[config.mk]
export PLATFORM = sky130hd
export DESIGN_NAME = reset_sequencer_error_pin
export DESIGN_NICKNAME = d
export VERILOG_FILES = /design/src/rtl/rst_seq_pkg.sv /design/src/rtl/err_pin_if.sv /design/src/rtl/reset_sequencer_error_pin.sv /design/src/rtl/err_pin_unit.sv
export SDC_FILE = /design/constraint.sdc
export NUM_CORES = 1
export LEC_CHECK = 0
export BUFFER_PORTS_ARGS = -buffer_cell sky130_fd_sc_hd__buf_2
export CORE_MARGIN = 8
export CORE_UTILIZATION = 45
export CTS_BUF_LIST = sky130_fd_sc_hd__clkbuf_4 sky130_fd_sc_hd__clkbuf_8
export DETAILED_ROUTE_END_ITERATION = 10
export GPL_ROUTABILITY_DRIVEN = 1
export PLACE_DENSITY = 0.65
export SLEW_MARGIN = 20
export SYNTH_ARGS = -nofsm -noshare
export SYNTH_HDL_FRONTEND = slang
export SYNTH_SLANG_ARGS = --single-unit
[constraint.sdc]
create_clock -name clock -period 3.88 [get_ports clock]
set_clock_uncertainty 0.1 [all_clocks]
set_input_delay 0.582 -clock clock [delete_from_list [all_inputs] [get_ports clock]]
set_output_delay 0.582 -clock clock [all_outputs]
set_load 0.02 [all_outputs]
[src/rtl/rst_seq_pkg.sv]
/*
  constants shared by the reset sequencer and its error pin unit.
  assumes one 100 MHz clock standing in for both the main oscillator and the
  error-module functional clock.
*/
package rst_seq_pkg;
  // ----------------------------------------------------------------------
  // timing
  // ----------------------------------------------------------------------
  localparam int CLK_PERIOD_NS      = 10;
  localparam int MCU_STAT_PERIODS   = 6120;
  localparam int MAIN_STAT_PERIODS  = 9195;
  localparam int SW_MCU_PERIODS     = 966;
  localparam int SW_MAIN_PERIODS    = 4040;
  localparam int POR_OUT_DELAY_NS   = 1840;
  localparam int POR_OUT_WIDTH_NS   = 1200;
  localparam int POR_OUT_DELAY_CYC  = (POR_OUT_DELAY_NS + CLK_PERIOD_NS - 1) / CLK_PERIOD_NS;
  localparam int POR_OUT_WIDTH_CYC  = (POR_OUT_WIDTH_NS + CLK_PERIOD_NS - 1) / CLK_PERIOD_NS;
  localparam int ERR_DELAY_PERIODS  = 50;
  localparam int CNT_W              = 16;
  localparam int BOOT_W             = 16;
  localparam logic [CNT_W-1:0] CNT_ZERO = 16'h0000;
  localparam logic [CNT_W-1:0] CNT_ONE  = 16'h0001;
  localparam logic [CNT_W-1:0] ERR_DELAY_CNT = CNT_W'(ERR_DELAY_PERIODS);
  localparam logic [BOOT_W-1:0] BOOT_RESET = 16'h0000;

  typedef enum logic [2:0] {
    ERR_IDLE  = 3'b001,
    ERR_DELAY = 3'b010,
    ERR_ACT   = 3'b100
  } err_state_t;
endpackage

[src/rtl/err_pin_if.sv]
/*
  carrier between the sequencer top and its error pin unit.
  assumes both ends run on the same clock.
*/
interface err_pin_if;
  logic                            err_event;
  logic                            err_clear;
  logic                            pwm_en;
  logic [rst_seq_pkg::CNT_W-1:0]   pulse_preload;
  logic [rst_seq_pkg::CNT_W-1:0]   high_preload;
  logic [rst_seq_pkg::CNT_W-1:0]   low_preload;
  logic                            pin_n;
  logic                            err_active;
  modport ctrl (output err_event, err_clear, pwm_en, pulse_preload, high_preload,
                low_preload, input pin_n, err_active);
  modport pin  (input err_event, err_clear, pwm_en, pulse_preload, high_preload,
                low_preload, output pin_n, err_active);
endinterface

[src/rtl/reset_sequencer_error_pin.sv]
/*
  reset sequencing outputs, boot pin capture and safety error pin.
  assumes synchronous inputs, and that the board keeps its own reset widths.
*/
//
// Contract
// - por low drives all status outputs low
// - mcu status releases 6120 periods after por
// - main status releases 9195 periods after por
// - sw mcu warm reset: mcu status 966
// - sw resets: main status low 4040 periods
// - main por output rises 1840 ns late
// - main por output low at least 1200 ns
// - error pin active 50 periods after error
// - non-pwm error pulse low at least preload periods, until cleared
// - pwm period is high plus low preloads
// - pwm freezes level on error until cleared
module reset_sequencer_error_pin (
  input  wire logic                            clock,
  input  wire logic                            rst_n,
  input  wire logic                            power_on_reset_in_n,
  input  wire logic                            mcu_warm_reset_in_n,
  input  wire logic                            sw_mcu_domain_warm_reset,
  input  wire logic                            sw_main_power_on_reset,
  input  wire logic                            sw_main_domain_warm_reset,
  input  wire logic [rst_seq_pkg::BOOT_W-1:0]  boot_config_pins,
  input  wire logic                            error_event,
  input  wire logic                            error_clear,
  input  wire logic                            pwm_mode_en,
  input  wire logic [rst_seq_pkg::CNT_W-1:0]   pin_counter_preload,
  input  wire logic [rst_seq_pkg::CNT_W-1:0]   pwm_high_preload,
  input  wire logic [rst_seq_pkg::CNT_W-1:0]   pwm_low_preload,
  output logic                                 mcu_domain_reset_status_n,
  output logic                                 main_domain_reset_status_n,
  output logic                                 main_por_out_n,
  output logic [rst_seq_pkg::BOOT_W-1:0]       boot_config_latched,
  output logic                                 safety_error_out_n,
  output logic                                 error_active
);
  // ----------------------------------------------------------------------
  // counters
  // ----------------------------------------------------------------------
  // one countdown per output; zero means released
  logic [rst_seq_pkg::CNT_W-1:0] mcu_cnt_q, mcu_cnt_d;
  logic [rst_seq_pkg::CNT_W-1:0] main_cnt_q, main_cnt_d;
  logic [rst_seq_pkg::CNT_W-1:0] por_cnt_q, por_cnt_d;
  logic [rst_seq_pkg::BOOT_W-1:0] boot_q, boot_d;

  function automatic logic [rst_seq_pkg::CNT_W-1:0] hold_max(
    input logic [rst_seq_pkg::CNT_W-1:0] cur,
    input logic [rst_seq_pkg::CNT_W-1:0] want);
    hold_max = (cur > want) ? cur : want;
  endfunction

  function automatic logic [rst_seq_pkg::CNT_W-1:0] dec(
    input logic [rst_seq_pkg::CNT_W-1:0] cur);
    dec = (cur == rst_seq_pkg::CNT_ZERO) ? cur : cur - rst_seq_pkg::CNT_ONE;
  endfunction

  localparam logic [rst_seq_pkg::CNT_W-1:0] MCU_POR  =
    rst_seq_pkg::CNT_W'(rst_seq_pkg::MCU_STAT_PERIODS);
  localparam logic [rst_seq_pkg::CNT_W-1:0] MAIN_POR =
    rst_seq_pkg::CNT_W'(rst_seq_pkg::MAIN_STAT_PERIODS);
  localparam logic [rst_seq_pkg::CNT_W-1:0] MCU_SW   =
    rst_seq_pkg::CNT_W'(rst_seq_pkg::SW_MCU_PERIODS);
  localparam logic [rst_seq_pkg::CNT_W-1:0] MAIN_SW  =
    rst_seq_pkg::CNT_W'(rst_seq_pkg::SW_MAIN_PERIODS);
  localparam logic [rst_seq_pkg::CNT_W-1:0] POR_DLY  =
    rst_seq_pkg::CNT_W'(rst_seq_pkg::POR_OUT_DELAY_CYC);
  localparam logic [rst_seq_pkg::CNT_W-1:0] POR_WID  =
    rst_seq_pkg::CNT_W'(rst_seq_pkg::POR_OUT_WIDTH_CYC);

  wire por_in    = !power_on_reset_in_n;
  wire mcu_warm  = sw_mcu_domain_warm_reset | !mcu_warm_reset_in_n;
  wire main_sw   = mcu_warm | sw_main_power_on_reset | sw_main_domain_warm_reset;
  wire por_rise  = (por_cnt_q == rst_seq_pkg::CNT_ONE) && !por_in;

  // counters reload while the source is held and start on its release
  always_comb begin
    mcu_cnt_d  = dec(mcu_cnt_q);
    main_cnt_d = dec(main_cnt_q);
    por_cnt_d  = dec(por_cnt_q);
    boot_d     = boot_q;
    if (por_in) begin
      mcu_cnt_d  = MCU_POR;
      main_cnt_d = MAIN_POR;
      por_cnt_d  = POR_DLY;
    end else begin
      if (mcu_warm) begin
        mcu_cnt_d = hold_max(mcu_cnt_q, MCU_SW);
      end
      if (main_sw) begin
        main_cnt_d = hold_max(main_cnt_q, MAIN_SW);
      end
      if (sw_main_power_on_reset) begin
        por_cnt_d = hold_max(por_cnt_q, POR_WID);
      end
    end
    // capture on the rising edge of the main por output
    if (por_rise) begin
      boot_d = boot_config_pins;
    end
  end

  always_ff @(posedge clock or negedge rst_n) begin
    if (!rst_n) begin
      mcu_cnt_q  <= MCU_POR;
      main_cnt_q <= MAIN_POR;
      por_cnt_q  <= POR_DLY;
      boot_q     <= rst_seq_pkg::BOOT_RESET;
    end else begin
      mcu_cnt_q  <= mcu_cnt_d;
      main_cnt_q <= main_cnt_d;
      por_cnt_q  <= por_cnt_d;
      boot_q     <= boot_d;
    end
  end

  // ----------------------------------------------------------------------
  // outputs
  // ----------------------------------------------------------------------
  // the por input gates outputs directly so assertion has zero delay
  assign mcu_domain_reset_status_n  = !por_in && (mcu_cnt_q == rst_seq_pkg::CNT_ZERO);
  assign main_domain_reset_status_n = !por_in && (main_cnt_q == rst_seq_pkg::CNT_ZERO);
  assign main_por_out_n             = !por_in && (por_cnt_q == rst_seq_pkg::CNT_ZERO);
  assign boot_config_latched        = boot_q;

  // ----------------------------------------------------------------------
  // error pin
  // ----------------------------------------------------------------------
  err_pin_if epin ();
  assign epin.err_event     = error_event;
  assign epin.err_clear     = error_clear;
  assign epin.pwm_en        = pwm_mode_en;
  assign epin.pulse_preload = pin_counter_preload;
  assign epin.high_preload  = pwm_high_preload;
  assign epin.low_preload   = pwm_low_preload;

  err_pin_unit u_err (
    .clock (clock),
    .rst_n (rst_n),
    .bus   (epin.pin)
  );

  assign safety_error_out_n = epin.pin_n;
  assign error_active       = epin.err_active;

  // ----------------------------------------------------------------------
  // checks
  // ----------------------------------------------------------------------
  AST_POR_ASSERT: assert property (@(posedge clock) disable iff (!rst_n)
    por_in |-> (!mcu_domain_reset_status_n && !main_domain_reset_status_n && !main_por_out_n))
    else $error("outputs not low during power-on reset");
  AST_MCU_HOLD: assert property (@(posedge clock) disable iff (!rst_n)
    ($fell(por_in)) |=> (mcu_cnt_q == MCU_POR - rst_seq_pkg::CNT_ONE))
    else $error("mcu status counter not loaded");
  AST_MAIN_HOLD: assert property (@(posedge clock) disable iff (!rst_n)
    ($fell(por_in)) |=> (main_cnt_q == MAIN_POR - rst_seq_pkg::CNT_ONE))
    else $error("main status counter not loaded");
  AST_SW_MCU: assert property (@(posedge clock) disable iff (!rst_n)
    (sw_mcu_domain_warm_reset && !por_in) |=> (mcu_cnt_q >= MCU_SW - rst_seq_pkg::CNT_ONE))
    else $error("mcu warm reset too short");
  AST_SW_MAIN: assert property (@(posedge clock) disable iff (!rst_n)
    (sw_main_domain_warm_reset && !por_in) |=> !main_domain_reset_status_n [*8])
    else $error("main warm reset too short");
  AST_POR_DELAY: assert property (@(posedge clock) disable iff (!rst_n)
    $fell(por_in) |-> !main_por_out_n [*8])
    else $error("main por output released too early");
  AST_POR_WIDTH: assert property (@(posedge clock) disable iff (!rst_n)
    (sw_main_power_on_reset && !por_in) |=> (por_cnt_q >= POR_WID - rst_seq_pkg::CNT_ONE))
    else $error("main por output pulse too short");
  AST_BOOT_CAP: assert property (@(posedge clock) disable iff (!rst_n)
    por_rise |=> (boot_q == $past(boot_config_pins)))
    else $error("boot pins not captured");
endmodule // reset_sequencer_error_pin

[src/rtl/err_pin_unit.sv]
/*
  error pin driver: delay, timed low pulse or pwm with freeze on error.
  assumes preloads held stable while in use and nonzero.
*/
module err_pin_unit (
  input wire logic clock,
  input wire logic rst_n,
  err_pin_if.pin   bus
);
  // ----------------------------------------------------------------------
  // state
  // ----------------------------------------------------------------------
  rst_seq_pkg::err_state_t         st_q, st_d;
  logic [rst_seq_pkg::CNT_W-1:0]   cnt_q, cnt_d;
  logic [rst_seq_pkg::CNT_W-1:0]   pwm_q, pwm_d;
  logic                            pin_q, pin_d;

  wire cnt_done = (cnt_q == rst_seq_pkg::CNT_ONE);
  wire pwm_done = (pwm_q == rst_seq_pkg::CNT_ONE);
  wire [rst_seq_pkg::CNT_W-1:0] next_seg = pin_q ? bus.low_preload : bus.high_preload;

  always_comb begin
    st_d   = st_q;
    cnt_d  = cnt_q;
    pwm_d  = pwm_q;
    pin_d  = pin_q;
    // pwm toggles whenever enabled and not in ERR_ACT, through the delay too
    if (bus.pwm_en && st_q != rst_seq_pkg::ERR_ACT) begin
      if (pwm_done || pwm_q == rst_seq_pkg::CNT_ZERO) begin
        pin_d = ~pin_q;
        pwm_d = next_seg;
      end else begin
        pwm_d = pwm_q - rst_seq_pkg::CNT_ONE;
      end
    end else if (!bus.pwm_en && st_q != rst_seq_pkg::ERR_ACT) begin
      pin_d = 1'b1;
      pwm_d = rst_seq_pkg::CNT_ZERO;
    end
    case (st_q)
      rst_seq_pkg::ERR_IDLE: begin
        if (bus.err_event) begin
          st_d  = rst_seq_pkg::ERR_DELAY;
          cnt_d = rst_seq_pkg::ERR_DELAY_CNT;
        end
      end
      rst_seq_pkg::ERR_DELAY: begin
        if (cnt_done) begin
          st_d  = rst_seq_pkg::ERR_ACT;
          cnt_d = bus.pulse_preload;
          if (!bus.pwm_en) begin
            pin_d = 1'b0; // active low pulse
          end
        end else begin
          cnt_d = cnt_q - rst_seq_pkg::CNT_ONE;
        end
      end
      rst_seq_pkg::ERR_ACT: begin
        // pwm level frozen here until cleared
        if (cnt_q != rst_seq_pkg::CNT_ZERO) begin
          cnt_d = cnt_q - rst_seq_pkg::CNT_ONE;
        end
        if (bus.err_clear && (bus.pwm_en || cnt_q <= rst_seq_pkg::CNT_ONE)) begin
          st_d = rst_seq_pkg::ERR_IDLE; // pulse never cut short
          if (!bus.pwm_en) begin
            pin_d = 1'b1;
          end
        end
      end
      default: st_d = rst_seq_pkg::ERR_IDLE;
    endcase
  end

  always_ff @(posedge clock or negedge rst_n) begin
    if (!rst_n) begin
      st_q   <= rst_seq_pkg::ERR_IDLE;
      cnt_q  <= rst_seq_pkg::CNT_ZERO;
      pwm_q  <= rst_seq_pkg::CNT_ZERO;
      pin_q  <= 1'b1;
    end else begin
      st_q   <= st_d;
      cnt_q  <= cnt_d;
      pwm_q  <= pwm_d;
      pin_q  <= pin_d;
    end
  end

  assign bus.pin_n      = pin_q;
  assign bus.err_active = (st_q == rst_seq_pkg::ERR_ACT);

  // ----------------------------------------------------------------------
  // checks
  // ----------------------------------------------------------------------
  AST_ERR_DELAY: assert property (@(posedge clock) disable iff (!rst_n)
    (st_q == rst_seq_pkg::ERR_IDLE && bus.err_event)
      |=> (!bus.err_active [*8]) ##42 !bus.err_active ##1 bus.err_active)
    else $error("error output active too early");
  AST_PWM_FREEZE: assert property (@(posedge clock) disable iff (!rst_n)
    (bus.err_active && bus.pwm_en && $past(bus.err_active)) |-> $stable(pin_q))
    else $error("pwm toggled after error");
  AST_PULSE_LOW: assert property (@(posedge clock) disable iff (!rst_n)
    (bus.err_active && !bus.pwm_en && $past(bus.err_active) && !$past(bus.pwm_en))
      |-> !pin_q)
    else $error("error pulse not low");
endmodule // err_pin_unit

==> flow_summary.json <==
{
  "final_cells": 986,
  "seq_area_frac_synth_pct": 39.5,
  "first_iter_violations": 533,
  "tightest_slew_ns": 0.891,
  "n_fill_cell": 1259,
  "syn_area_mm2": 0.00641,
  "drt_pass1_iterations": 5,
  "initial_core_util_pct": 46.2,
  "timing.critical_path.arrival_ns": 2.63,
  "crit_required_ns": 3.20,
  "totalWireLength_mm": 17.5,
  "gp_congestion": 0.931,
  "cts_resized": 0,
  "fin_ws_ns": 0.566,
  "wl_per_cell_um": 17.8,
  "syn_area_per_cell_um2": 8.99,
  "dr_total_vias": 6118,
  "critical_path.max_stage_delay_ns": 0.73,
  "hold_path.class": "in2async",
  "h-tree-depth": 3,
  "cts_tree": "done",
  "drv_slew": 0,
  "cap_violations": 0,
  "synth_common_cells": "dfrtp_1 (77), o21ai_0 (57), nor2_1 (51)",
  "grt_overflow": 0,
  "place_ws_ns": 0.996,
  "hold_viol_final": 0,
  "async_reset_ff_share_pct": 100,
  "status": "finished clean",
  "clock_latency_ns": 0.38,
  "clockBufferDepth": 2,
  "die_w_um": 135,
  "setup_tns_ns": 0,
  "p_comb_share_pct": 38.4,
  "ioPinCount": 95,
  "pwr-share-clk_pct": 21.2,
  "row_count": 43,
  "max_slew_margin_pct": 39.8,
  "cp_slowest_cell": "nor4_1",
  "ir_worst_vdd_mv": 0.345,
  "die_area_mm2": 0.0183,
  "cts.clk_slew.worst_paths_ns": 0.10,
  "post_cts.repair.setup_buffers": 0,
  "critPathTopFamily": "simple AND/OR/NAND/NOR gates",
  "p_switching_mw": 1.44,
  "final_area_mm2": 0.00731,
  "die_h_um": 135,
  "synth_top_area_share_pct": 30.1,
  "grt_first_pass_wirelength_mm": 29.5,
  "port_buffers": 94,
  "via_per_inst": 6.20,
  "clock-sinks": 100,
  "fin_crit_sh_pct": 85.4,
  "areaGrowthSynthToFinish_pct": 14.1,
  "p_leak_nw": 3.25,
  "synth-main-ff-cell": "dfrtp_1",
  "powerDensity_mw_per_mm2": 502,
  "synth_area_leaders": "dfrtp_1 (30%), dfstp_2 (9.4%), o21ai_0 (4.5%)",
  "antenna_found_initial": 0,
  "synth_most_common_cell": "dfrtp_1",
  "remaining_drc_errors": 0,
  "fin_util_pct": 52.7,
  "core_area_mm2": 0.0139,
  "p_sw_share_pct": 39.2,
  "grt_pass1_vias": 6070,
  "grt_max_degree": 68,
  "grtUsageMet2_pct": 32.2,
  "place_area_mm2": 0.00707,
  "yosys.area.top_type": "dfrtp_1",
  "rr_worst_depth": 5,
  "p_int_mw": 2.23,
  "total_power_mw": 3.67,
  "globalRouteMet1Util_pct": 24.6,
  "dp.cells": 970,
  "synth_edf_count": 0,
  "rsz0062_at_grt": "no",
  "holdWs_ns": 0.182,
  "worstSetupStartpointType": "flip-flop",
  "cp_num_buf_inv": 1,
  "antenna_left": 0,
  "nets": 888,
  "cts_hold_buf": 0,
  "critPathMaxFanout": 7,
  "drive_gt1_share_pct": 23.3,
  "met3_usage_pct": 4.56,
  "top_usage_layer": "met2",
  "timing.rr.start": "mcu_cnt_q[4]",
  "max_freq_mhz": 302,
  "cts_buffers": 9,
  "ys_types": 70,
  "path_class": "reg2out",
  "rr_endpoint": "mcu_cnt_q[1]",
  "dp_hpwl_mm": 12.9,
  "layout_min_cycle_time_ns": 3.31,
  "antenna-diode-count": 0,
  "ys_warn_count": 0,
  "root_buffer": "clkbuf_8",
  "ys_ff_latch": 100,
  "pwr-share-seq_pct": 40.4,
  "rrSetupSlack_ns": 0.92,
  "grt_use_total_pct": 19.5,
  "worstPathCellList": "or4_1 -> nor4_1 -> nand2_1 -> nor2_1 -> buf_2",
  "synthesis.nets": 800,
  "end_kind": "output port",
  "syn_inst": 713,
  "setup_viol_count_final": 0
}
==> power groups by stage <==
stage	clock [mW]	sequential (mW)	combinational, mW
after floorplan	0	1.40	1.09
after global placement	0	1.49	1.36
after detailed placement	0	1.49	1.38
after CTS	0.803	1.48	1.39
after global routing	0.837	1.52	1.57
final	0.777	1.48	1.41
==> layout by cell type (no fill, tap or decap), drive strengths merged, types with 10 or more instances in the layout <==
master	synthesis	routed
a31oi	18	18
ha	13	13
clkbuf	24	12
nor4	17	17
or3	17	17
a21oi	42	42
a21o	12	12
dfrtp	77	77
inv	31	31
o21ai	58	58
or4	11	11
mux2	25	25
nand3	22	22
dfstp	23	23
buf	4	105
o31ai	13	13
mux2i	18	18
nor3	50	50
o211ai	10	10
nand2	38	38
o22ai	10	10
nor2	51	51
==> state kept, by name, indices dropped and copies added, names as in the netlist <==
name                 cells
boot_config_latched     16
main_cnt_q              16
mcu_cnt_q               16
por_cnt_q               16
u_err.cnt_q             16
u_err.pwm_q             16
u_err.st_q               3
u_err.bus.pin_n          1
==> worst max-delay path by stage <==
stage | from | to | slack [ns] | cells after the start
after floorplan | mcu_cnt_q[4] | mcu_domain_reset_status_n | 1.14 | 5
after global placement | mcu_cnt_q[4] | mcu_domain_reset_status_n | 1.04 | 5
after detailed placement | mcu_cnt_q[4] | mcu_cnt_q[1] | 1.0 | 5
after CTS | mcu_cnt_q[4] | mcu_domain_reset_status_n | 0.58 | 5
after global routing | mcu_cnt_q[4] | mcu_domain_reset_status_n | 0.36 | 5
final | mcu_cnt_q[4] | mcu_domain_reset_status_n | 0.57 | 5
==> worst reg2reg max path, stage by stage, from the launching register on <==
cell     delay (ns)
dfrtp_1        0.42
or4_1          0.64
nor4_1         0.73
nand3_1        0.34
nand2_1        0.27
mux2_2         0.35
==> routing by layer <==
metal,up-vias,part of all wire (%)
met2,227,50
met3,38,6.0
met4,0,1.8
li1,2925,-
met5,-,0
met1,2928,42
==> cell families after synthesis <==
kind of cell,share of synthesized area (%)
mux,7.21
xor+xnor,0.273
fa+ha+maj,2.54
simple gates,21.6
compound gates,25.1
buf+inv,3.79
flops,39.5
==> cell type report <==
type / count / area (µm²) / share of cell area (%)
Tap cell: 180 / 225 / 3.08
Clock inverter: 4 / 72.6 / 0.993
Multi-Input combinational cell: 553 / 3650 / 49.9
Sequential cell: 100 / 2530 / 34.6
Timing Repair Buffer: 105 / 556 / 7.60
Clock buffer: 12 / 159 / 2.17
Inverter: 32 / 120 / 1.64
No activity file was read; power rests on OpenSTA's default activity.
